--- src/rtl/filter_seq_pkg.sv ---
package filter_seq_pkg;
	// register selector seen with each completed configuration byte
	localparam logic [1:0] SEL_INPUT_SELECT   = 2'h0;
	localparam logic [1:0] SEL_BIAS_VOLTAGE   = 2'h1;
	localparam logic [1:0] SEL_REFERENCE      = 2'h2;
	localparam logic [1:0] SEL_GAIN_RATE      = 2'h3;
	localparam logic [7:0] GAIN_RATE_RESET    = 8'h00;
	localparam int unsigned RATE_LSB          = 0;
	localparam int unsigned RATE_W            = 4;
	localparam logic [3:0] RATE_MAX           = 4'h9;
	localparam int unsigned NUM_RATES         = 10;

	// reset pulse shaping, in system clocks unless named otherwise
	localparam int unsigned SYNC_START_CYC    = 2;
	localparam int unsigned PIPE_CYC          = 2;
	localparam int unsigned MUX_PULSE_CYC     = 2;
	localparam int unsigned MULT_PULSE_CLKS   = 2;
	localparam int unsigned MOD_PULSE_CLKS    = 32;
	localparam int unsigned MULT_DIV_DEF      = 2;
	localparam int unsigned MOD_DIV_DEF       = 16;

	// pulse source slots
	localparam int unsigned SRC_SYNC          = 0;
	localparam int unsigned SRC_MUX           = 1;
	localparam int unsigned SRC_LONG          = 2;
	localparam int unsigned NUM_SRC           = 3;

	// conversion times in system clocks, rate index 0 (5 SPS) to 9 (2000 SPS)
	localparam int unsigned CNT_W             = 20;
	localparam int unsigned FIRST_SHORT_DEF [NUM_RATES] = '{816160, 408096, 204064, 102072,
		51064, 25560, 12796, 6428, 4156, 2108};
	localparam int unsigned FIRST_LONG_DEF [NUM_RATES] = '{820265, 412201, 208169, 103106,
		52098, 26594, 13314, 6946, 4674, 2370};
	localparam int unsigned NEXT_DEF [NUM_RATES] = '{816128, 408064, 204032, 102016,
		51008, 25504, 12736, 6368, 4096, 2048};

	typedef enum logic {FIRST_CONV, NEXT_CONV} conv_state_t;
endpackage

--- src/rtl/reset_pulse_timer.sv ---
`timescale 1ns/10ps
// one reset source: after a trigger waits DELAY clocks, then holds low LEN clocks
module reset_pulse_timer
	import filter_seq_pkg::*;
#(
	parameter int unsigned DELAY = 0,
	parameter int unsigned LEN   = 2
)
(
	input  wire logic clock,    // system clock
	input  wire logic rstn,     // async reset, active low
	input  wire logic trigger,  // one-cycle start pulse
	output logic      pulse_n   // low while the pulse stands
);
	localparam int unsigned W = $clog2(DELAY + LEN + 1);
	localparam logic [W-1:0] LOAD = W'(DELAY + LEN);
	localparam logic [W-1:0] LEN_W = W'(LEN);

	logic [W-1:0] cnt_reg;
	logic [W-1:0] cnt_next;
	logic         pulse_n_next;

	if (LEN < 1)
		$error("reset_pulse_timer: LEN must be at least one");

	// retrigger restarts the whole delay and length
	always_comb
	begin
		if (trigger)
			cnt_next = LOAD;
		else if (cnt_reg != '0)
			cnt_next = cnt_reg - W'(1);
		else
			cnt_next = '0;
		pulse_n_next = !(cnt_next != '0 && cnt_next <= LEN_W);
	end

	always_ff @(posedge clock or negedge rstn)
	begin
		if (!rstn)
		begin
			cnt_reg <= '0;
			pulse_n <= 1'b1;
		end
		else
		begin
			cnt_reg <= cnt_next;
			pulse_n <= pulse_n_next;
		end
	end
endmodule

--- src/rtl/adc_filter_reset_sequencer.sv ---
`timescale 1ns/10ps
module adc_filter_reset_sequencer
	import filter_seq_pkg::*;
#(
	parameter int unsigned MULT_DIV = MULT_DIV_DEF,
	parameter int unsigned MOD_DIV  = MOD_DIV_DEF,
	parameter int unsigned FIRST_SHORT [NUM_RATES] = FIRST_SHORT_DEF,
	parameter int unsigned FIRST_LONG [NUM_RATES]  = FIRST_LONG_DEF,
	parameter int unsigned NEXT_TIME [NUM_RATES]   = NEXT_DEF
)
(
	input  wire logic       clock,             // system clock
	input  wire logic       rstn,              // async reset, active low
	input  wire logic       reset_pin_n,       // device reset pin, level
	input  wire logic       reset_cmd,         // reset command decoded, pulse
	input  wire logic       sync_cmd_done,     // last bit of resync command, pulse
	input  wire logic       start_pin,         // start pin, level
	input  wire logic       wake_cmd,          // wake command decoded, pulse
	input  wire logic       cfg_wr,            // configuration byte complete, pulse
	input  wire logic [1:0] cfg_sel,           // register that byte targets
	input  wire logic [7:0] cfg_data,          // byte value
	input  wire logic       result_read,       // result fully read, pulse
	output logic            conversion_done_n, // low when a result is ready
	output logic            filter_reset_n,    // combined filter reset
	output logic            first_pending      // first conversion after reset
);
	localparam int unsigned LONG_LEN = MOD_PULSE_CLKS * MOD_DIV;
	localparam int unsigned DLY [NUM_SRC] = '{SYNC_START_CYC - PIPE_CYC, 0, 0};
	localparam int unsigned LEN [NUM_SRC] = '{MULT_PULSE_CLKS * MULT_DIV, MUX_PULSE_CYC,
		LONG_LEN};

	if (MULT_DIV < 1 || MOD_DIV < 1 || SYNC_START_CYC < PIPE_CYC)
		$error("adc_filter_reset_sequencer: clock dividers must be at least one");
	for (genvar k = 0; k < NUM_RATES; k++)
	begin : g_chk
		if (FIRST_LONG[k] < 2 || FIRST_SHORT[k] < 2 || NEXT_TIME[k] < 2
			|| FIRST_LONG[k] >= (1 << CNT_W) || FIRST_SHORT[k] >= (1 << CNT_W)
			|| NEXT_TIME[k] >= (1 << CNT_W))
			$error("adc_filter_reset_sequencer: conversion time out of range");
	end

	logic [7:0]         gain_rate_reg;
	logic [7:0]         gain_rate_next;
	logic               start_prev_reg;
	logic               pin_prev_reg;
	logic               long_class_reg;
	logic               long_class_next;
	logic               filt_n_next;
	logic [NUM_SRC-1:0] trig;
	logic [NUM_SRC-1:0] src_n;
	logic               wr_long;
	logic [RATE_W-1:0]  rate;
	conv_state_t        state_reg;
	conv_state_t        state_next;
	logic [CNT_W-1:0]   cnt_reg;
	logic [CNT_W-1:0]   cnt_next;
	logic [CNT_W-1:0]   tgt;
	logic               relow_reg;
	logic               relow_next;
	logic               done_n_next;
	logic               first_next;

	// trigger decode; a rewrite of the same value still counts
	always_comb
	begin
		wr_long = cfg_wr && (cfg_sel == SEL_BIAS_VOLTAGE || cfg_sel == SEL_REFERENCE
			|| cfg_sel == SEL_GAIN_RATE);
		trig[SRC_SYNC] = sync_cmd_done;
		trig[SRC_MUX] = cfg_wr && cfg_sel == SEL_INPUT_SELECT;
		trig[SRC_LONG] = wr_long || reset_cmd || wake_cmd || (start_pin && !start_prev_reg)
			|| (reset_pin_n && !pin_prev_reg);
	end

	// one timer per source so overlapping pulses stay independent
	for (genvar i = 0; i < NUM_SRC; i++)
	begin : g_src
		reset_pulse_timer #(
			.DELAY (DLY[i]),
			.LEN   (LEN[i])
		) u_timer (
			.clock   (clock),
			.rstn    (rstn),
			.trigger (trig[i]),
			.pulse_n (src_n[i])
		);
	end

	// configuration byte capture, cause class and combined reset
	always_comb
	begin
		gain_rate_next = gain_rate_reg;
		if (cfg_wr && cfg_sel == SEL_GAIN_RATE)
			gain_rate_next = cfg_data;
		long_class_next = long_class_reg;
		// a pending long pulse keeps the long first time
		if (trig[SRC_LONG])
			long_class_next = 1'b1;
		else if ((trig[SRC_SYNC] || trig[SRC_MUX]) && src_n[SRC_LONG])
			long_class_next = 1'b0;
		// AND of active-low pulses
		// pin release loads the long timer a clock late; hold reset across that gap
		filt_n_next = (&src_n) && reset_pin_n && pin_prev_reg;
	end

	always_ff @(posedge clock or negedge rstn)
	begin
		if (!rstn)
		begin
			gain_rate_reg  <= GAIN_RATE_RESET;
			start_prev_reg <= 1'b0;
			pin_prev_reg   <= 1'b1;
			long_class_reg <= 1'b1;
			filter_reset_n <= 1'b0;
		end
		else
		begin
			gain_rate_reg  <= gain_rate_next;
			start_prev_reg <= start_pin;
			pin_prev_reg   <= reset_pin_n;
			long_class_reg <= long_class_next;
			filter_reset_n <= filt_n_next;
		end
	end

	// conversion timer; unused rate codes clamp to the fastest rate
	always_comb
	begin
		rate = gain_rate_reg[RATE_LSB +: RATE_W];
		if (rate > RATE_MAX)
			rate = RATE_MAX;
		if (state_reg == NEXT_CONV)
			tgt = CNT_W'(NEXT_TIME[rate]);
		else if (long_class_reg)
			tgt = CNT_W'(FIRST_LONG[rate]);
		else
			tgt = CNT_W'(FIRST_SHORT[rate]);
		state_next = state_reg;
		cnt_next = cnt_reg + CNT_W'(1);
		relow_next = 1'b0;
		done_n_next = conversion_done_n;
		first_next = first_pending;
		if (!filter_reset_n)
		begin
			state_next = FIRST_CONV;
			cnt_next = '0;
			done_n_next = 1'b1;
			first_next = 1'b1;
		end
		else if (cnt_reg == tgt - CNT_W'(1))
		begin
			state_next = NEXT_CONV;
			cnt_next = '0;
			first_next = 1'b0;
			// still low from last result: brief high then low again
			done_n_next = !conversion_done_n;
			relow_next = !conversion_done_n;
		end
		else if (relow_reg)
			done_n_next = 1'b0;
		else if (result_read)
			done_n_next = 1'b1;
	end

	always_ff @(posedge clock or negedge rstn)
	begin
		if (!rstn)
		begin
			state_reg         <= FIRST_CONV;
			cnt_reg           <= '0;
			relow_reg         <= 1'b0;
			conversion_done_n <= 1'b1;
			first_pending     <= 1'b1;
		end
		else
		begin
			state_reg         <= state_next;
			cnt_reg           <= cnt_next;
			relow_reg         <= relow_next;
			conversion_done_n <= done_n_next;
			first_pending     <= first_next;
		end
	end

	// checks
	a_sync_start:
	assert property (@(posedge clock) disable iff (!rstn)
		sync_cmd_done |-> ##2 !filter_reset_n)
		else $error("resync did not reset filter two clocks later");
	a_mux_pulse:
	assert property (@(posedge clock) disable iff (!rstn)
		(cfg_wr && cfg_sel == SEL_INPUT_SELECT) |-> ##2 (!filter_reset_n)[*2])
		else $error("input-select write pulse too short");
	a_long_hold:
	assert property (@(posedge clock) disable iff (!rstn)
		wr_long |-> ##2 (!filter_reset_n)[*8])
		else $error("long reset pulse ended early");
	a_pin_and:
	assert property (@(posedge clock) disable iff (!rstn)
		!reset_pin_n |=> !filter_reset_n)
		else $error("reset pin not combined into filter reset");
	a_count_restart:
	assert property (@(posedge clock) disable iff (!rstn)
		!filter_reset_n |=> cnt_reg == '0 && first_pending && conversion_done_n)
		else $error("counter not restarted by filter reset");
	a_done_timing:
	assert property (@(posedge clock) disable iff (!rstn)
		(filter_reset_n && cnt_reg == tgt - CNT_W'(1) && conversion_done_n)
		|=> !conversion_done_n && !first_pending && state_reg == NEXT_CONV)
		else $error("completion not flagged at target count");
	a_done_only_end:
	assert property (@(posedge clock) disable iff (!rstn)
		$fell(conversion_done_n) |-> $past(relow_reg) || $past(cnt_reg) == $past(tgt) - CNT_W'(1))
		else $error("result flagged away from conversion end");
	a_byte_effect:
	assert property (@(posedge clock) disable iff (!rstn)
		(cfg_wr && cfg_sel == SEL_GAIN_RATE) |=> gain_rate_reg == $past(cfg_data))
		else $error("gain-rate byte not applied");
	a_pin_release:
	assert property (@(posedge clock) disable iff (!rstn)
		$rose(reset_pin_n) |-> (!filter_reset_n)[*8])
		else $error("filter reset released briefly after reset pin");
endmodule

--- config.mk ---
export PLATFORM = sky130hd
export DESIGN_NAME = adc_filter_reset_sequencer
export DESIGN_NICKNAME = d
export VERILOG_FILES = /design/src/rtl/filter_seq_pkg.sv /design/src/rtl/reset_pulse_timer.sv /design/src/rtl/adc_filter_reset_sequencer.sv
export SDC_FILE = /design/constraint.sdc
export NUM_CORES = 1
export LEC_CHECK = 0
export BUFFER_PORTS_ARGS = -buffer_cell sky130_fd_sc_hd__buf_2
export CORE_UTILIZATION = 35
export DETAILED_ROUTE_END_ITERATION = 8
export SYNTH_ARGS = -nofsm -noshare
export SYNTH_HDL_FRONTEND = slang
export SYNTH_HIERARCHICAL = 1
export SYNTH_SLANG_ARGS = --single-unit
--- constraint.sdc ---
create_clock -name clock -period 5.6 [get_ports clock]
set_clock_uncertainty 0.2 [all_clocks]
set_input_delay 1.12 -clock clock [delete_from_list [all_inputs] [get_ports clock]]
set_output_delay 1.12 -clock clock [all_outputs]
set_load 0.02 [all_outputs]
==> flow_metrics.env, run 1 <==
export IMPL_status="completed"
export IMPL_critical_path_required_ns=5.59
export IMPL_ys_warn_count=6
export IMPL_cts_tree="built"
export IMPL_synth_adder_area_share=0.0354
export IMPL_internal_power_mw=0.706
export IMPL_track_usage=0.154
export IMPL_critPathKind="reg -> reg"
export IMPL_cts_resized=0
export IMPL_slew_headroom=0.564
export IMPL_path_common_cell="ha_1"
export IMPL_switchingPower_mw=0.347
export IMPL_ys_seq_elements=50
export IMPL_multi_input_area_sq_um=2120
export IMPL_synth_area_top_cells="dfrtp_1, nor2_1, xnor2_1"
export IMPL_area_delta_synth_final_pct=9.42
export IMPL_max_cap_violations=0
export IMPL_synth_xor_area_frac=0.107
export IMPL_ir_worst_vdd_uv=160
export IMPL_cts_setup_buffers=0
export IMPL_synth_simple_gate_area_frac=0.276
export IMPL_dp_hpwl_microns=5450
export IMPL_timing_final_hold_violations=0
export IMPL_crit_buf_inv=0
export IMPL_regArea_sq_um=1260
export IMPL_p_sw_frac=0.330
export IMPL_dr_pass1_iters=4
export IMPL_n_antenna_cell=0
export IMPL_grt_pass1_vias=2679
export IMPL_synth_largest_area_cell="dfrtp_1"
export IMPL_dieArea_sq_um=10500
export IMPL_crit_chain="or2_2 > a21o_1 > ha_1 > or4b_4 > nand2b_1 > ha_1 > xor2_1 > o211ai_1 > nor4_1 > and4b_1 > nand4b_1 > or4_1 > and3_1"
export IMPL_seqPwrFrac=0.378
export IMPL_cpLargestDelayFamily="simple AND/OR/NAND/NOR gates"
export IMPL_crit_fanout=15
export IMPL_vias_per_cell=5.24
export IMPL_route_detailed_drc=0
export IMPL_worst_pin_slew_ns=0.648
export IMPL_critPathLaunchType="register"
export IMPL_p_leak_nw=1.65
export IMPL_avgRoutedWirePerCell_microns=13.6
export IMPL_largest_reg_flops=20
export IMPL_die_h_microns=102
export IMPL_clk_latency_ns=0.30
export IMPL_drtAntennaViolNets=0
export IMPL_synth_net_count=417
export IMPL_ys_async_sr_fraction=1.00
export IMPL_cts_root_buffer="clkbuf_8"
export IMPL_clkPwrFrac=0.284
export IMPL_n_fill_cell=1009
export IMPL_period_share=0.833
export IMPL_fin_nets=431
export IMPL_htree_levels=2
export IMPL_grt_setup_unrepaired="no"
export IMPL_fmax_mhz=214
export IMPL_start_util=0.361
export IMPL_layout_commonest_cell="nor2_1"
export IMPL_grt_pass1_wl_microns=12700
export IMPL_min_path_type="reg -> reg"
export IMPL_drt_iter0_markers=110
export IMPL_cts_sinks=50
export IMPL_pwr_share_comb=0.338
export IMPL_ys_seq_area_frac=0.357
export IMPL_antenna_found_initial=0
export IMPL_drv_slew=0
export IMPL_synth_top_family_by_area="simple AND/OR/NAND/NOR gates"
export IMPL_die_w_microns=102
export IMPL_pin_count=22
export IMPL_worst_ep_arrival_time_ns=4.66
export IMPL_routed_wirelength_microns=7310
export IMPL_synth_edf_count=0
export IMPL_syn_instance_count=388
export IMPL_syn_area_per_cell_sq_um=9.11
export IMPL_port_buffers=17
export IMPL_grt_overflow=0
export IMPL_yosysUniqueCellTypes=72
export IMPL_ys_flop_type="dfrtp_1"
export IMPL_ctsLongestPathBuffers=2
export IMPL_numCtsBuffers=5
export IMPL_clk_pin_slew_ns=0.09
export IMPL_drive_gt1_frac=0.174
export IMPL_min_period_ns=4.66
export IMPL_gp_congestion=0.849
export IMPL_yosys_area_top_type_share=0.305
export IMPL_final_util=0.396
export IMPL_cts_hold_buf=0
export IMPL_powerDensity_nw_per_um2=272
export IMPL_core_sq_um=9770
export IMPL_grt_max_degree=51
export IMPL_worst_path_max_delay_cell="or4_1"
export IMPL_rows=36
export IMPL_setup_viol=0
export IMPL_cp_slowest_stage_delay_ns=0.62
export IMPL_synth_compound_area_frac=0.161
export IMPL_muxShareOfSynthArea=0.0216
export IMPL_syn_area_sq_um=3530
export IMPL_num_vias=2810
export IMPL_critPathCaptureType="register"
export IMPL_mostFrequentLayoutCells="nor2_1, dfrtp_1, nand2_1"
export IMPL_final_setup_tns_ns=0
==> worst paths after layout <==
kind,from,endpoint,slack (ns),depth (start not counted)
worst min register to register,g_src[1].u_timer/cnt_reg[1]$_DFF_PN0_,g_src[1].u_timer/pulse_n$_DFF_PN1_,0.22,1
max in group asynchronous,rstn,gain_rate_reg[2]$_DFFE_PN0P_,4.08,2
worst max register to register,gain_rate_reg[1]$_DFFE_PN0P_,cnt_reg[1]$_DFF_PN0_,0.94,13
worst min-delay path,g_src[1].u_timer/cnt_reg[1]$_DFF_PN0_,g_src[1].u_timer/pulse_n$_DFF_PN1_,0.22,1
min in group asynchronous,rstn,g_src[2].u_timer/cnt_reg[6]$_DFF_PN0_,0.71,2
worst max-delay path,gain_rate_reg[1]$_DFFE_PN0P_,cnt_reg[1]$_DFF_PN0_,0.94,13
==> layout make-up <==
class	instances	share of cell area
repair buffers	21	0.0298
well taps	133	0.0430
clock buffers	5	0.0178
flip-flops and latches	50	0.326
clock inverters	3	0.0178
multi-input cells	307	0.549
inverters	17	0.0168
==> synthesized netlist by cell type (all sizes together), types with 4 or more instances <==
| library cell | count |
|---|---|
| a211oi | 5 |
| a21o | 5 |
| a21oi | 10 |
| a31oi | 6 |
| and3 | 10 |
| and4 | 4 |
| buf | 12 |
| dfrtp | 43 |
| dfstp | 7 |
| ha | 10 |
| inv | 16 |
| mux2 | 5 |
| nand2 | 29 |
| nand2b | 10 |
| nand3 | 10 |
| nand4 | 4 |
| nor2 | 52 |
| nor2b | 5 |
| nor3 | 12 |
| nor4 | 5 |
| nor4b | 4 |
| o21ai | 16 |
| o31ai | 4 |
| or2 | 5 |
| or4 | 4 |
| xnor2 | 22 |
| xor2 | 21 |
==> routing by layer <==
layer	vias up	global-route usage	part of all wire
li1	1404	-	-
met1	1373	0.201	0.48
met2	26	0.265	0.49
met3	7	0.0205	0.018
met4	0	0.0418	0.012
met5	-	0	0
==> power groups by stage <==
stage          clock (mW)  combinational [mW]  sequential (mW)
6_report            0.299               0.356            0.398
5_1_grt             0.322               0.402            0.401
4_1_cts             0.310               0.358            0.398
3_5_place_dp            0               0.356            0.405
3_3_place_gp            0               0.350            0.404
2_1_floorplan           0               0.294            0.395
==> per-stage QoR <==
| step | cell area, sq um | cells | hold WS, ns | total power, mW | setup WS (ns) |
|---|---|---|---|---|---|
| finish | 3870 | 536 | 0.218 | 1.05 | 0.938 |
| global route | 3870 | 536 | 0.252 | 1.12 | 0.767 |
| CTS | 3870 | 536 | 0.228 | 1.07 | 0.932 |
| detailed placement | 3730 | 528 | 0.214 | 0.762 | 0.956 |
| global placement | 3730 | 528 | 0.202 | 0.754 | 1.03 |
| floorplan | 3530 | 388 | 0.182 | 0.690 | 1.55 |
==> worst reg2reg max path, delay by kind of cell, from the launching register on <==
family / cells / cell delay, ns
flops: 1 / 0.57
fa+ha+maj: 2 / 0.63
compound gates: 2 / 0.37
simple gates: 8 / 2.57
xor+xnor: 1 / 0.21
==> kinds of logic (layout without fill, tap and decap cells) <==
| kind of cell | after synthesis | count (layout) |
|---|---|---|
| AO/OA/AOI/OAI | 73 | 73 |
| XOR/XNOR | 43 | 43 |
| adder cells (fa/ha/maj) | 10 | 10 |
| buffers and inverters | 31 | 46 |
| flip-flops | 50 | 50 |
| multiplexers | 7 | 7 |
| AND/OR/NAND/NOR | 174 | 174 |
No activity file was read; power rests on OpenSTA's default activity.
==> run 2: changes to the inputs <==
--- a/config.mk
+++ b/config.mk
@@ -5,6 +5,7 @@
 export SDC_FILE = /design/constraint.sdc
 export NUM_CORES = 1
 export LEC_CHECK = 0
+export ABC_AREA = 1
 export BUFFER_PORTS_ARGS = -buffer_cell sky130_fd_sc_hd__buf_2
 export CORE_UTILIZATION = 35
 export DETAILED_ROUTE_END_ITERATION = 8
==> constraint.sdc (replaced) <==
create_clock -name clock -period 4.2 [get_ports clock]
set_clock_uncertainty 0.2 [all_clocks]
set_input_delay 0.84 -clock clock [delete_from_list [all_inputs] [get_ports clock]]
set_output_delay 0.84 -clock clock [all_outputs]
set_load 0.02 [all_outputs]
==> flow_metrics.env, run 2 <==
export IMPL_largest_reg_flops=20
export IMPL_dp_hpwl_microns=7290
export IMPL_setup_viol=0
export IMPL_min_period_ns=3.68
export IMPL_cts_tree="built"
export IMPL_ctsLongestPathBuffers=2
export IMPL_multi_input_area_sq_um=2210
export IMPL_start_util=0.366
export IMPL_grt_pass1_wl_microns=16400
export IMPL_final_util=0.399
export IMPL_synth_area_top_cells="dfrtp_1, nand2_1, nand3_1"
export IMPL_yosysUniqueCellTypes=41
export IMPL_regArea_sq_um=1260
export IMPL_drtAntennaViolNets=0
export IMPL_ys_async_sr_fraction=1.00
export IMPL_yosys_top_cells_count="nand2_1, inv_1, nor2_1"
export IMPL_pin_count=22
export IMPL_min_path_type="reg -> reg"
export IMPL_grt_overflow=0
export IMPL_status="completed"
export IMPL_max_cap_violations=0
export IMPL_grt_pass1_vias=3485
export IMPL_ir_worst_vdd_uv=126
export IMPL_finalPower_mw=1.27
export IMPL_mostFrequentLayoutCells="nand2_1, inv_1, nor2_1"
export IMPL_yosys_area_top_type_share=0.281
export IMPL_port_buffers=17
export IMPL_syn_area_per_cell_sq_um=6.72
export IMPL_met1_length_microns=4470
export IMPL_dr_pass1_iters=5
export IMPL_drt_iter0_markers=236
export IMPL_met2_length_microns=4100
export IMPL_grt_setup_unrepaired="no"
export IMPL_cts_resized=0
export IMPL_cts_setup_buffers=0
export IMPL_r2r_cells=22
export IMPL_area_delta_synth_final_pct=8.92
export IMPL_syn_instance_count=570
export IMPL_period_share=0.877
export IMPL_critical_path_required_ns=4.20
export IMPL_grt_max_degree=27
export IMPL_die_h_microns=107
export IMPL_fin_nets=624
export IMPL_core_sq_um=10500
export IMPL_vias_per_cell=4.95
export IMPL_cts_root_buffer="clkbuf_8"
export IMPL_critPathCaptureType="register"
export IMPL_seqPwrFrac=0.417
export IMPL_holdPathStages=1
export IMPL_htree_levels=2
export IMPL_ys_seq_area_frac=0.329
export IMPL_syn_area_sq_um=3830
export IMPL_ys_flop_type="dfrtp_1"
export IMPL_critPathLaunchType="register"
export IMPL_p_sw_frac=0.393
export IMPL_top_layer="met4"
export IMPL_yosysMostFrequentCell="nand2_1"
export IMPL_avgRoutedWirePerCell_microns=12.5
export IMPL_cts_hold_buf=0
export IMPL_slew_headroom=0.584
export IMPL_critPathKind="reg -> reg"
export IMPL_fmax_mhz=272
export IMPL_worst_ep_arrival_time_ns=3.68
export IMPL_clk_latency_ns=0.32
export IMPL_routed_wirelength_microns=9160
export IMPL_final_setup_tns_ns=0
export IMPL_worst_pin_slew_ns=0.624
export IMPL_synth_net_count=599
export IMPL_n_antenna_cell=0
export IMPL_dieArea_sq_um=11400
export IMPL_crit_fanout=19
export IMPL_numCtsBuffers=5
export IMPL_gp_congestion=0.871
export IMPL_timing_final_hold_violations=0
export IMPL_switchingPower_mw=0.498
export IMPL_num_vias=3620
export IMPL_ys_seq_elements=50
export IMPL_clk_pin_slew_ns=0.10
export IMPL_rows=37
export IMPL_antenna_found_initial=0
export IMPL_drive_gt1_frac=0.148
export IMPL_powerDensity_nw_per_um2=304
export IMPL_clkPwrFrac=0.245
export IMPL_drv_slew=0
export IMPL_cts_sinks=50
export IMPL_route_met3_wl_microns=348
export IMPL_synth_largest_area_cell="dfrtp_1"
export IMPL_die_w_microns=107
export IMPL_route_detailed_drc=0
export IMPL_synth_edf_count=0
export IMPL_track_usage=0.179
export IMPL_n_fill_cell=1139
export IMPL_layout_commonest_cell="nand2_1"
export IMPL_pwr_share_comb=0.338
export IMPL_p_leak_nw=2.12
export IMPL_ys_warn_count=6
export IMPL_internal_power_mw=0.769
## run 2: area by class of cell
class / instances / area share
clock buffers: 5 / 0.0165
clock inverters: 3 / 0.00690
inverters: 83 / 0.0753
multi-input cells: 433 / 0.529
flip-flops and latches: 50 / 0.302
well taps: 136 / 0.0408
repair buffers: 22 / 0.0294
## run 2: per-stage QoR
| stage | cells | instance area [sq um] | hold slack [ns] | setup WS, ns |
|---|---|---|---|---|
| floorplan | 570 | 3830 | 0.192 | 1.04 |
| global placement | 724 | 4080 | 0.206 | 0.627 |
| detailed placement | 724 | 4080 | 0.215 | 0.604 |
| CTS | 732 | 4170 | 0.232 | 0.564 |
| global route | 732 | 4170 | 0.253 | 0.113 |
| finish | 732 | 4170 | 0.229 | 0.518 |
## run 2: kinds of logic (layout without fill, tap and decap cells)
| kind of cell | count (synthesis) | after routing | share of synthesized area |
|---|---|---|---|
| AND/OR/NAND/NOR | 365 | 365 | 0.440 |
| buffers and inverters | 87 | 113 | 0.0947 |
| flip-flops | 50 | 50 | 0.329 |
| AO/OA/AOI/OAI | 37 | 37 | 0.0555 |
| XOR/XNOR | 21 | 21 | 0.0480 |
| adder cells (fa/ha/maj) | 10 | 10 | 0.0327 |
## run 2: worst paths after layout
kind	slack [ns]	to	from
worst max-delay path	0.52	cnt_reg[2]$_DFF_PN0_	gain_rate_reg[1]$_DFFE_PN0P_
worst min-delay path	0.23	g_src[1].u_timer/pulse_n$_DFF_PN1_	g_src[1].u_timer/cnt_reg[1]$_DFF_PN0_
worst max register to register	0.52	cnt_reg[2]$_DFF_PN0_	gain_rate_reg[1]$_DFFE_PN0P_
worst min register to register	0.23	g_src[1].u_timer/pulse_n$_DFF_PN1_	g_src[1].u_timer/cnt_reg[1]$_DFF_PN0_
max in group asynchronous	2.66	first_pending$_DFFE_PN1P_	rstn
min in group asynchronous	0.32	cnt_reg[11]$_DFF_PN0_	rstn
## run 2: power by group through the flow
stage / sequential, mW / combinational, mW / clock, mW
finish: 0.529 / 0.429 / 0.310
CTS: 0.529 / 0.427 / 0.325
floorplan: 0.529 / 0.333 / 0
global placement: 0.537 / 0.422 / 0
detailed placement: 0.538 / 0.424 / 0
global route: 0.533 / 0.497 / 0.338
## run 2: layer usage
metal | up-vias | GRT usage
met5 | - | 0
met2 | 86 | 0.288
li1 | 1843 | -
met1 | 1669 | 0.243
met3 | 22 | 0.0274
met4 | 0 | 0.0675
## run 2: worst max-delay path: stages, from the launching register on
cell and delay [ns]:
dfrtp_1 0.43, inv_2 0.16, nand2_1 0.10, nand2_1 0.08
inv_1 0.04, nor2_1 0.30, ha_1 0.25, inv_1 0.08
nand3_1 0.17, ha_1 0.19, inv_1 0.07, nor2_1 0.11
nand2_1 0.14, nor2_4 0.19, nand3_1 0.12, nand2_1 0.08
nand2_1 0.07, nand2_1 0.11, nand3b_1 0.10, nor2_2 0.12
nand3_2 0.11, nand2_4 0.26, nor3_1 0.08
